File: config.mk
export PLATFORM = sky130hd
export DESIGN_NAME = pdt_timer
export DESIGN_NICKNAME = d
export VERILOG_FILES = /design/src/design/pdt_pkg.sv /design/src/design/pdt_timer.sv
export SDC_FILE = /design/constraint.sdc
export NUM_CORES = 1
export LEC_CHECK = 0
export ABC_AREA = 1
export BUFFER_PORTS_ARGS = -buffer_cell sky130_fd_sc_hd__buf_2
export CORE_ASPECT_RATIO = 1.25
export CORE_MARGIN = 3
export CORE_UTILIZATION = 30
export DETAILED_ROUTE_END_ITERATION = 7
export PLACE_DENSITY = 0.54
export REMOVE_ABC_BUFFERS = 1
export SLEW_MARGIN = 20
export SYNTH_ARGS = -nofsm -noshare
export SYNTH_HDL_FRONTEND = slang
export SYNTH_SLANG_ARGS = --single-unit
File: constraint.sdc
create_clock -name mclk -period 2.15 [get_ports mclk]
set_input_delay 0.43 -clock mclk [delete_from_list [all_inputs] [get_ports mclk]]
set_output_delay 0.43 -clock mclk [all_outputs]
set_load 0.02 [all_outputs]
File: src/design/pdt_pkg.sv
package pdt_pkg;

    // Prescaler ratio codes
    localparam logic [1:0] PDT_DIV1 = 2'h0;
    localparam logic [1:0] PDT_DIV4 = 2'h1;
    localparam logic [1:0] PDT_DIV16 = 2'h2;
    localparam logic [1:0] PDT_DIV64 = 2'h3;

    // Terminal counts of the prescaler (ratio minus one)
    localparam logic [5:0] PDT_LAST_DIV1 = 6'h00;
    localparam logic [5:0] PDT_LAST_DIV4 = 6'h03;
    localparam logic [5:0] PDT_LAST_DIV16 = 6'h0F;
    localparam logic [5:0] PDT_LAST_DIV64 = 6'h3F;

    // Values after reset
    localparam logic [7:0] PDT_CNT_RST = 8'h00;
    localparam logic [5:0] PDT_PSC_RST = 6'h00;
    localparam logic [1:0] PDT_FILT_RST = 2'h0;

    // Count value that the low byte wraps to while the high byte borrows
    localparam logic [7:0] PDT_BYTE_MAX = 8'hFF;
    localparam logic [7:0] PDT_BYTE_ZERO = 8'h00;

    // Noise filter accepts a new level on this falling edge of its sample clock
    localparam logic [1:0] PDT_FILT_EDGES = 2'h2;

    // Source clock select codes
    localparam logic PDT_SRC_LOW = 1'b0;
    localparam logic PDT_SRC_HIGH = 1'b1;

    // Prescaler terminal count for a ratio code
    function automatic logic [5:0] pdt_psc_last(input logic [1:0] ratio);
        logic [5:0] r;
        r = PDT_LAST_DIV1;
        case (ratio)
            PDT_DIV1: r = PDT_LAST_DIV1;
            PDT_DIV4: r = PDT_LAST_DIV4;
            PDT_DIV16: r = PDT_LAST_DIV16;
            PDT_DIV64: r = PDT_LAST_DIV64;
            default: r = PDT_LAST_DIV1;
        endcase
        return r;
    endfunction

endpackage

File: src/design/pdt_timer.sv
`timescale 1ns/10ps
module pdt_timer
    import pdt_pkg::*;
(
    input wire logic mclk,
    input wire logic rst_n,
    input wire logic low_speed_osc,
    input wire logic high_speed_osc,
    input wire logic filter_clk_2048,
    input wire logic event_input_pin,
    input wire logic [7:0] reload_value_t0,
    input wire logic [7:0] reload_value_t1,
    input wire logic preset_load_t0,
    input wire logic preset_load_t1,
    input wire logic run_wr_t0,
    input wire logic run_wr_t1,
    input wire logic run_wdata_t0,
    input wire logic run_wdata_t1,
    input wire logic repeat_sel_t0,
    input wire logic repeat_sel_t1,
    input wire logic cascade_width_sel,
    input wire logic src_clk_sel_t0,
    input wire logic src_clk_sel_t1,
    input wire logic div_ratio_t0_lo,
    input wire logic div_ratio_t0_hi,
    input wire logic div_ratio_t1_lo,
    input wire logic div_ratio_t1_hi,
    input wire logic event_mode_sel,
    input wire logic edge_polarity_sel,
    input wire logic filter_func_sel,
    input wire logic toggle_chan_sel,
    output logic run_ctrl_t0,
    output logic run_ctrl_t1,
    output logic [7:0] count_readback_t0,
    output logic [7:0] count_readback_t1,
    output logic underflow_flag_t0,
    output logic underflow_flag_t1,
    output logic serial_clk_pulse,
    output logic underflow_toggle_out
);

    // Synchroniser stages for the oscillator, filter clock and event levels
    logic [2:0] low_sync_q;
    logic [2:0] high_sync_q;
    logic [2:0] fclk_sync_q;
    logic [1:0] ev_sync_q;

    // Noise filter state and the previous counted level
    logic filt_lvl_q;
    logic [1:0] filt_cnt_q;
    logic [1:0] filt_cnt_d;
    logic ev_prev_q;

    // Prescaler counts
    logic [5:0] psc0_q;
    logic [5:0] psc1_q;
    logic [5:0] psc0_d;
    logic [5:0] psc1_d;

    // Down counters, low byte and high byte
    logic [7:0] cnt0_q;
    logic [7:0] cnt1_q;
    logic [7:0] cnt0_d;
    logic [7:0] cnt1_d;

    // Run bits
    logic run0_q;
    logic run1_q;
    logic run0_d;
    logic run1_d;

    // Underflow pulse and toggle registers
    logic flag0_q;
    logic flag1_q;
    logic toggle_q;

    // Source edges are taken on the falling edge of the synchronised oscillator levels
    // Three stages leave one clean strobe per source period, so a slow edge cannot count twice
    wire low_tick = low_sync_q[2] & ~low_sync_q[1];
    wire high_tick = high_sync_q[2] & ~high_sync_q[1];
    wire fclk_fall = fclk_sync_q[2] & ~fclk_sync_q[1];
    wire ev_lvl = ev_sync_q[1];

    // Timer 1 selections are overridden by timer 0's in 16-bit mode
    wire src1_sel = cascade_width_sel ? src_clk_sel_t0 : src_clk_sel_t1;
    wire [1:0] ratio0 = {div_ratio_t0_hi, div_ratio_t0_lo};
    wire [1:0] ratio1 = cascade_width_sel ? ratio0 : {div_ratio_t1_hi, div_ratio_t1_lo};
    wire src0_tick = (src_clk_sel_t0 == PDT_SRC_HIGH) ? high_tick : low_tick;
    wire src1_tick = (src1_sel == PDT_SRC_HIGH) ? high_tick : low_tick;
    wire [5:0] last0 = pdt_psc_last(ratio0);
    wire [5:0] last1 = pdt_psc_last(ratio1);

    // Prescaler is fed only while running; timer 0 prescaler idles in event mode
    wire psc0_en = run0_q & ~event_mode_sel;
    wire psc1_en = run1_q;
    wire psc0_tick = psc0_en & src0_tick & (psc0_q == last0);
    wire psc1_tick = psc1_en & src1_tick & (psc1_q == last1);

    // Event level, optionally filtered, and its counting edge
    wire ev_use = filter_func_sel ? filt_lvl_q : ev_lvl;
    wire ev_tick = edge_polarity_sel ? (ev_use & ~ev_prev_q) : (~ev_use & ev_prev_q);

    // Count clocks of both counters
    wire tick0 = run0_q & (event_mode_sel ? ev_tick : psc0_tick);
    wire tick1 = ~cascade_width_sel & run1_q & psc1_tick;
    wire zero0 = (cnt0_q == PDT_BYTE_ZERO);
    wire zero1 = (cnt1_q == PDT_BYTE_ZERO);
    wire uf0_raw = tick0 & zero0;
    wire uf16 = cascade_width_sel & uf0_raw & zero1;
    wire uf0 = ~cascade_width_sel & uf0_raw;
    wire uf1 = cascade_width_sel ? uf16 : (tick1 & zero1);
    wire stop0 = (uf0 | uf16) & ~repeat_sel_t0;
    wire stop1 = uf1 & ~cascade_width_sel & ~repeat_sel_t1;
    wire load1 = cascade_width_sel ? preset_load_t0 : preset_load_t1;
    wire toggle_src = (cascade_width_sel | toggle_chan_sel) ? uf1 : uf0;

    // Prescaler counters restart from zero while stopped
    always_comb
    begin
        psc0_d = psc0_q;
        psc1_d = psc1_q;
        if (!psc0_en)
            psc0_d = PDT_PSC_RST;
        else if (src0_tick)
            psc0_d = (psc0_q == last0) ? PDT_PSC_RST : psc0_q + 6'h01;
        if (!psc1_en || cascade_width_sel)
            psc1_d = PDT_PSC_RST;
        else if (src1_tick)
            psc1_d = (psc1_q == last1) ? PDT_PSC_RST : psc1_q + 6'h01;
    end

    // Low byte: preset beats a count; in 16-bit mode it borrows through 0xFF while the high byte is nonzero
    always_comb
    begin
        cnt0_d = cnt0_q;
        if (preset_load_t0)
            cnt0_d = reload_value_t0;
        else if (tick0)
        begin
            if (!zero0)
                cnt0_d = cnt0_q - 8'h01;
            else if (cascade_width_sel && !zero1)
                cnt0_d = PDT_BYTE_MAX;
            else
                cnt0_d = reload_value_t0;
        end
    end

    // High byte: own clock in 8-bit mode, low-byte borrow in 16-bit mode
    always_comb
    begin
        cnt1_d = cnt1_q;
        if (load1)
            cnt1_d = reload_value_t1;
        else if (cascade_width_sel ? uf0_raw : tick1)
            cnt1_d = zero1 ? reload_value_t1 : cnt1_q - 8'h01;
    end

    // Run bits: a software write wins over the one-shot stop in the same cycle
    // so a restart issued as the one-shot ends is never lost
    always_comb
    begin
        run0_d = run0_q;
        if (run_wr_t0)
            run0_d = run_wdata_t0;
        else if (stop0)
            run0_d = 1'b0;
        run1_d = run1_q;
        if (cascade_width_sel)
            run1_d = 1'b0;
        else if (run_wr_t1)
            run1_d = run_wdata_t1;
        else if (stop1)
            run1_d = 1'b0;
    end

    // Filter counts sample-clock falls while the input differs from the held level
    // A glitch shorter than one sample period resets the count and never reaches the counter
    always_comb
    begin
        filt_cnt_d = PDT_FILT_RST;
        if (ev_lvl != filt_lvl_q)
            filt_cnt_d = fclk_fall ? filt_cnt_q + 2'h1 : filt_cnt_q;
    end

    // Synchronisers; first stage feeds only the second
    always_ff @(posedge mclk or negedge rst_n)
    begin
        if (!rst_n)
        begin
            low_sync_q <= 3'h0;
            high_sync_q <= 3'h0;
            fclk_sync_q <= 3'h0;
            ev_sync_q <= 2'h0;
        end
        else
        begin
            low_sync_q <= {low_sync_q[1:0], low_speed_osc};
            high_sync_q <= {high_sync_q[1:0], high_speed_osc};
            fclk_sync_q <= {fclk_sync_q[1:0], filter_clk_2048};
            ev_sync_q <= {ev_sync_q[0], event_input_pin};
        end
    end

    // Noise filter; when disabled it tracks the input so enabling it causes no spurious edge
    always_ff @(posedge mclk or negedge rst_n)
    begin
        if (!rst_n)
        begin
            filt_lvl_q <= 1'b0;
            filt_cnt_q <= PDT_FILT_RST;
            ev_prev_q <= 1'b0;
        end
        else
        begin
            ev_prev_q <= ev_use;
            if (!filter_func_sel || (fclk_fall && filt_cnt_q + 2'h1 == PDT_FILT_EDGES))
            begin
                filt_lvl_q <= ev_lvl;
                filt_cnt_q <= PDT_FILT_RST;
            end
            else
                filt_cnt_q <= filt_cnt_d;
        end
    end

    // Counters, prescalers and run bits
    always_ff @(posedge mclk or negedge rst_n)
    begin
        if (!rst_n)
        begin
            cnt0_q <= PDT_CNT_RST;
            cnt1_q <= PDT_CNT_RST;
            psc0_q <= PDT_PSC_RST;
            psc1_q <= PDT_PSC_RST;
            run0_q <= 1'b0;
            run1_q <= 1'b0;
        end
        else
        begin
            cnt0_q <= cnt0_d;
            cnt1_q <= cnt1_d;
            psc0_q <= psc0_d;
            psc1_q <= psc1_d;
            run0_q <= run0_d;
            run1_q <= run1_d;
        end
    end

    // Underflow pulses and toggle output, one cycle after the event
    always_ff @(posedge mclk or negedge rst_n)
    begin
        if (!rst_n)
        begin
            flag0_q <= 1'b0;
            flag1_q <= 1'b0;
            toggle_q <= 1'b0;
        end
        else
        begin
            flag0_q <= uf0;
            flag1_q <= uf1;
            if (toggle_src)
                toggle_q <= ~toggle_q;
        end
    end

    assign run_ctrl_t0 = run0_q;
    assign run_ctrl_t1 = run1_q;
    assign count_readback_t0 = cnt0_q;
    assign count_readback_t1 = cnt1_q;
    assign underflow_flag_t0 = flag0_q;
    assign underflow_flag_t1 = flag1_q;
    assign serial_clk_pulse = flag1_q;
    assign underflow_toggle_out = toggle_q;

endmodule

Word-level counts from Yosys, hierarchy flattened
Cells that the tools add are included.
- bits in registers: 48
- logic and storage cells: 116
- output and inout port bits: 22
- input port bits: 41
- bitwise logic cells: 33
- multiplexer cells: 34
- add/sub/neg operators: 5
- reduce and logical (&&, ||, !) cells: 16
- equal/unequal tests: 12
- operators with widths (operator ; number):
    $mux W8 ; 7
    $pmux W6 S4 ; 2
    $mux W6 ; 6
    $and A1 B1 Y1 ; 21
    $logic_not A8 Y1 ; 2
    $sub A8 B1 Y8 const B ; 2
    $mux W1 ; 15
    $add A6 B1 Y6 const B ; 2
    $eq A6 B6 Y1 ; 2
    $eq A2 B2 Y1 const B ; 5
    $not A1 Y1 ; 10
    $mux W2 ; 4
    $reduce_bool A2 Y1 ; 4
    $eq A2 B1 Y1 const B ; 2
    $logic_not A2 Y1 ; 2
    $logic_not A1 Y1 ; 3
    $ne A3 B2 Y1 const B ; 1
    $reduce_bool A3 Y1 ; 1
    $add A2 B1 Y2 const B ; 1
    $logic_and A1 B1 Y1 ; 2
    $logic_or A1 B1 Y1 ; 2
    $ne A2 B2 Y1 const B ; 1
    $or A1 B1 Y1 ; 2
    $ne A1 B1 Y1 ; 1

Longest topological paths before layout
- depth in word-level cells: 16
- depth in mapped cells: 16

Worst setup path before layout
Ideal clock, no wire load.
- path kind: flip-flop to flip-flop
- from: register cnt1_q[0], in the netlist count_readback_t1[0]
- to: register cnt0_q[3], in the netlist count_readback_t0[3]
- period minus slack after synthesis: 1.719 ns
- required time: 2.073 ns
- cell stages (with the launch flop): 10
- path slack: 0.431 ns
- data arrival time: 1.642 ns
- cells stage by stage: dfrtp_1 inv_1 ha_1 nand3_1 nor2_1 nand2_1 nand2_1 a21oi_2 o32ai_1 a21oi_1
- cells in the longest elaborated chain, start to end: 7
- RTL lines (what ; line ; text):
    start, declared ; pdt_timer.sv:62 ; logic [7:0] cnt1_q;
    start signal, assigned ; pdt_timer.sv:242 ; cnt1_q <= cnt1_d;
    $logic_not A8 Y1 ; pdt_timer.sv:107 ; wire zero1 = (cnt1_q == PDT_BYTE_ZERO);
    $logic_not A1 Y1 ; pdt_timer.sv:142 ; else if (cascade_width_sel && !zero1)
    $logic_and A1 B1 Y1 ; pdt_timer.sv:142 ;
    $mux W8 ; pdt_timer.sv:142 ;
    $mux W8 ; pdt_timer.sv:140 ; if (!zero0)
    $mux W8 ; pdt_timer.sv:138 ; else if (tick0)
    $mux W8 ; pdt_timer.sv:136 ; if (preset_load_t0)
    end signal, assigned ; pdt_timer.sv:241 ; cnt0_q <= cnt0_d;
    end, declared ; pdt_timer.sv:61 ; logic [7:0] cnt0_q;
No other way between the ends. The select of a mux whose other input is x is not followed.
A chain may end at the register's enable or synchronous reset.

Worst setup path after layout
- from: register cnt0_q[0], in the netlist count_readback_t0[0]
- to: register cnt1_q[5], in the netlist count_readback_t1[5]
- cells in the longest elaborated chain, start to end: 4
- RTL lines (what ; line ; text):
    $logic_not A8 Y1 ; pdt_timer.sv:106 ; wire zero0 = (cnt0_q == PDT_BYTE_ZERO);
    $and A1 B1 Y1 ; pdt_timer.sv:108 ; wire uf0_raw = tick0 & zero0;
    $mux W1 ; pdt_timer.sv:155 ; else if (cascade_width_sel ? uf0_raw : tick1)
    $reduce_bool A2 Y1 (no source line) ; -- ;
No other way between the ends.

==> key figures <==
CTS
  – Max Root-Sink Buffers: 2
  – Root buf cell: clkbuf_8
  – # hold bufs at CTS: 0
  – Post-CTS Setup Inserts: 0
  – TritonCTS clock tree: built
  – Post-CTS resize count: 0
  – Num Clock Sinks: 48
  – Total CTS buffers: 5
  – CTS clk-pin slew, worst paths: 0.09 ns
  – Clock latency on the worst-skew pair: 0.30 ns
  – Max H-tree Level: 2

Synthesis
  – Synthesized flop and latch total: 48
  – Most numerous cell in the Yosys netlist: nand2_1
  – Largest cells by area after synthesis: dfrtp_1, nand2_1, inv_1, nand3_1, o21ai_0
  – Unique masters post-synth: 40
  – Post-synthesis sequential area ratio: 43.6%
  – Synthesized area per cell: ~7.9 µm²
  – Main flop type after synthesis: dfrtp_1
  – Mapped Cells: ~350
  – Synth top cells by count: nand2_1, inv_1, dfrtp_1
  – Number of synthesis warnings: 0
  – Leading area contributor after synthesis: dfrtp_1
  – Post-synth EDFFs: 0
  – Async set or reset register ratio after synthesis: 100%
  – Synth top area share: between 40 and 50%
  – Cell area after synthesis: 0.00276 mm²

Pwr
  – Clock power share: 25.8%
  – Sw frac: about a third
  – Internal: 1460 µW
  – Peak supply drop: 273 µV
  – Leakage: 0.00163 µW
  – Pwr Density: 675 mW/mm²
  – Combinational group share of total power: 26.5%
  – Sequential power share: 47.7%
  – Net switching power: 765 µW

Floorplanning
  – Die ar.: 0.0104 mm²
  – Die X: 91.8 µm
  – Die Height: 113 µm
  – # rows: 38
  – Core area: 0.00880 mm²
  – Top Ports: 63
  – Initial Util: 31.4%

Timing
  – Slew @ Worst Pin: 0.519 ns
  – Slew HR: 65.4%
  – RSZ-0062 raised after global routing: no
  – Final period util: 87.7%
  – Setup ws final: between 0.2 and 0.3 ns
  – Skew final: approximately 0.011 ns
  – Min Tclk post-route: ~1.9 ns
  – Final slew viol count: 0
  – Total negative slack: 0 ns
  – Setup-failing EPs final: 0
  – Fmax: 0.531 GHz
  – Hold Fails Final Rpt: 0

GRT
  – Grt total ovfl: 0
  – GRT Total Usage: 12.9%
  – Vias in the first global route: 2325
  – Initial antenna violation count: 0
  – Maximum number of pins on one net before global-route repair: 28
  – Global-route wire length before repair: 10900 µm

Routing
  – Starting DRT DRC Count: 59
  – Vias per cell: approximately 4.6
  – ANT nets after route: 0
  – DRT Pass-1 Iters: 6
  – WL final: 6520 µm
  – DRC: 0
  – Via count: 2440
  – Avg WL per Cell: 12.2 µm

Critical path
  – Data required time of the worst path: 2.35 ns
  – CP Class: flop to flop
  – CP startpoint kind: flop
  – Critical R2R Launch: count_readback_t0[0]
  – Crit end category: flop
  – Critical Path Fanout Max: 14
  – FF-to-FF setup slack: about 0.27 ns
  – Critical path launch point: count_readback_t0[0]
  – WP data arrival: 2.09 ns

Place
  – DP HPWL: roughly 5200 µm
  – Dpl ws: 0.193 ns
  – GPL Wtd Cong: 0.837
  – PortBufs: 62
  – Post-Place Cells: ~530

Flow run
  – Max Cap Viol: 0

Hold path
  – Hold crit path type: input port to async pin

Finish
  – Nets@finish: 463
  – P&R area growth vs syn: 19.3%
  – Diodes inserted: 0
  – Layout cell share with drive strength beyond 1: 25.7%
  – Final core occ: 37.4%
  – Non-Filler Instances: 536

Outcome
  – Outcome: completed
[routing by layer]
| metal | vias to the layer above | wire length, µm | global-route usage [%] |
|---|---|---|---|
| met5 | - | 0 | 0 |
| met4 | 0 | 111 | 3.77 |
| met3 | 9 | 368 | 2.99 |
| met2 | 49 | 3160 | 21.9 |
| met1 | 1116 | 2880 | 16.5 |
| li1 | 1266 | - | - |
[area by class of cell]
type	instances	area, µm²
Fill cell	940	5510
Multi-Input combinational cell	239	1280
Sequential cell	48	1200
Timing Repair Buffer	65	345
Inverter	57	221
Tap cell	120	150
Clock buffer	6	82.6
Clock inverter	1	8.76
[registers in the layout (all words and copies together), names as in the netlist, 3 cells and up]
| register | flops |
|---|---|
| count_readback_t0 | 8 |
| count_readback_t1 | 8 |
| psc0_q | 6 |
| high_sync_q | 3 |
| low_sync_q | 3 |
| fclk_sync_q | 3 |
| psc1_q | 6 |
[kinds of logic after synthesis]
group                    count (synthesis)  share of synthesized area, %
buffers and inverters                   62                          10.0
AO/OA/AOI/OAI                           61                          14.4
adder cells (fa/ha/maj)                  6                          2.72
XOR/XNOR                                 8                          2.54
AND/OR/NAND/NOR                        162                          26.0
flip-flops                              48                          43.6
multiplexers                             2                         0.771
[stage by stage]
stage	hold WS, ns	instance area, µm²	total power (µW)
after floorplan	0.134	2700	1460
after global placement	0.333	3200	1670
final	0.0888	3290	2220
after CTS	0.101	3290	2260
after global routing	0.120	3290	2380
after detailed placement	0.336	3200	1680
[placed cells by master (no fill, tap or decap), drive strengths merged]
cell     instances
xnor2            4
clkinv           2
o22ai            5
nand3           23
dfrtp           48
mux2             1
o221ai           3
o211ai           4
a21oi            7
o31ai            2
mux2i            1
xor2             4
nor2            30
a221oi           1
buf             65
o32ai            2
o21ai           34
nand4            4
ha               6
nor4             1
or2              1
a2111oi          1
a31oi            2
clkbuf           6
nand2           98
inv             56
nor3             5
[power groups by stage]
stage	Combinational [µW]	Clock, µW	Sequential, µW
final	589	572	1060
after global routing	671	636	1080
after CTS	601	602	1060
after detailed placement	599	0	1080
after global placement	594	0	1080
after floorplan	312	0	1140
[critical path, stage by stage (launching register included)]
cell and delay (ns):
dfrtp_1 0.39, inv_1 0.14, ha_1 0.17, nand3_1 0.12
nor2_2 0.25, nand4_1 0.16, nand2_2 0.12, inv_4 0.05
nand2_4 0.18, nand2_1 0.08, nand2_1 0.08, nand2_2 0.04
[final timing paths]
check,end,cells past startpoint
hold reg to reg,ev_sync_q[1],0
max in group asynchronous,count_readback_t0[3],2
hold / removal,fclk_sync_q[0],1
setup reg to reg,count_readback_t1[5],11
setup / recovery,count_readback_t1[5],11
min in group mclk,fclk_sync_q[0],1
No activity file was read; power rests on OpenSTA's default activity.
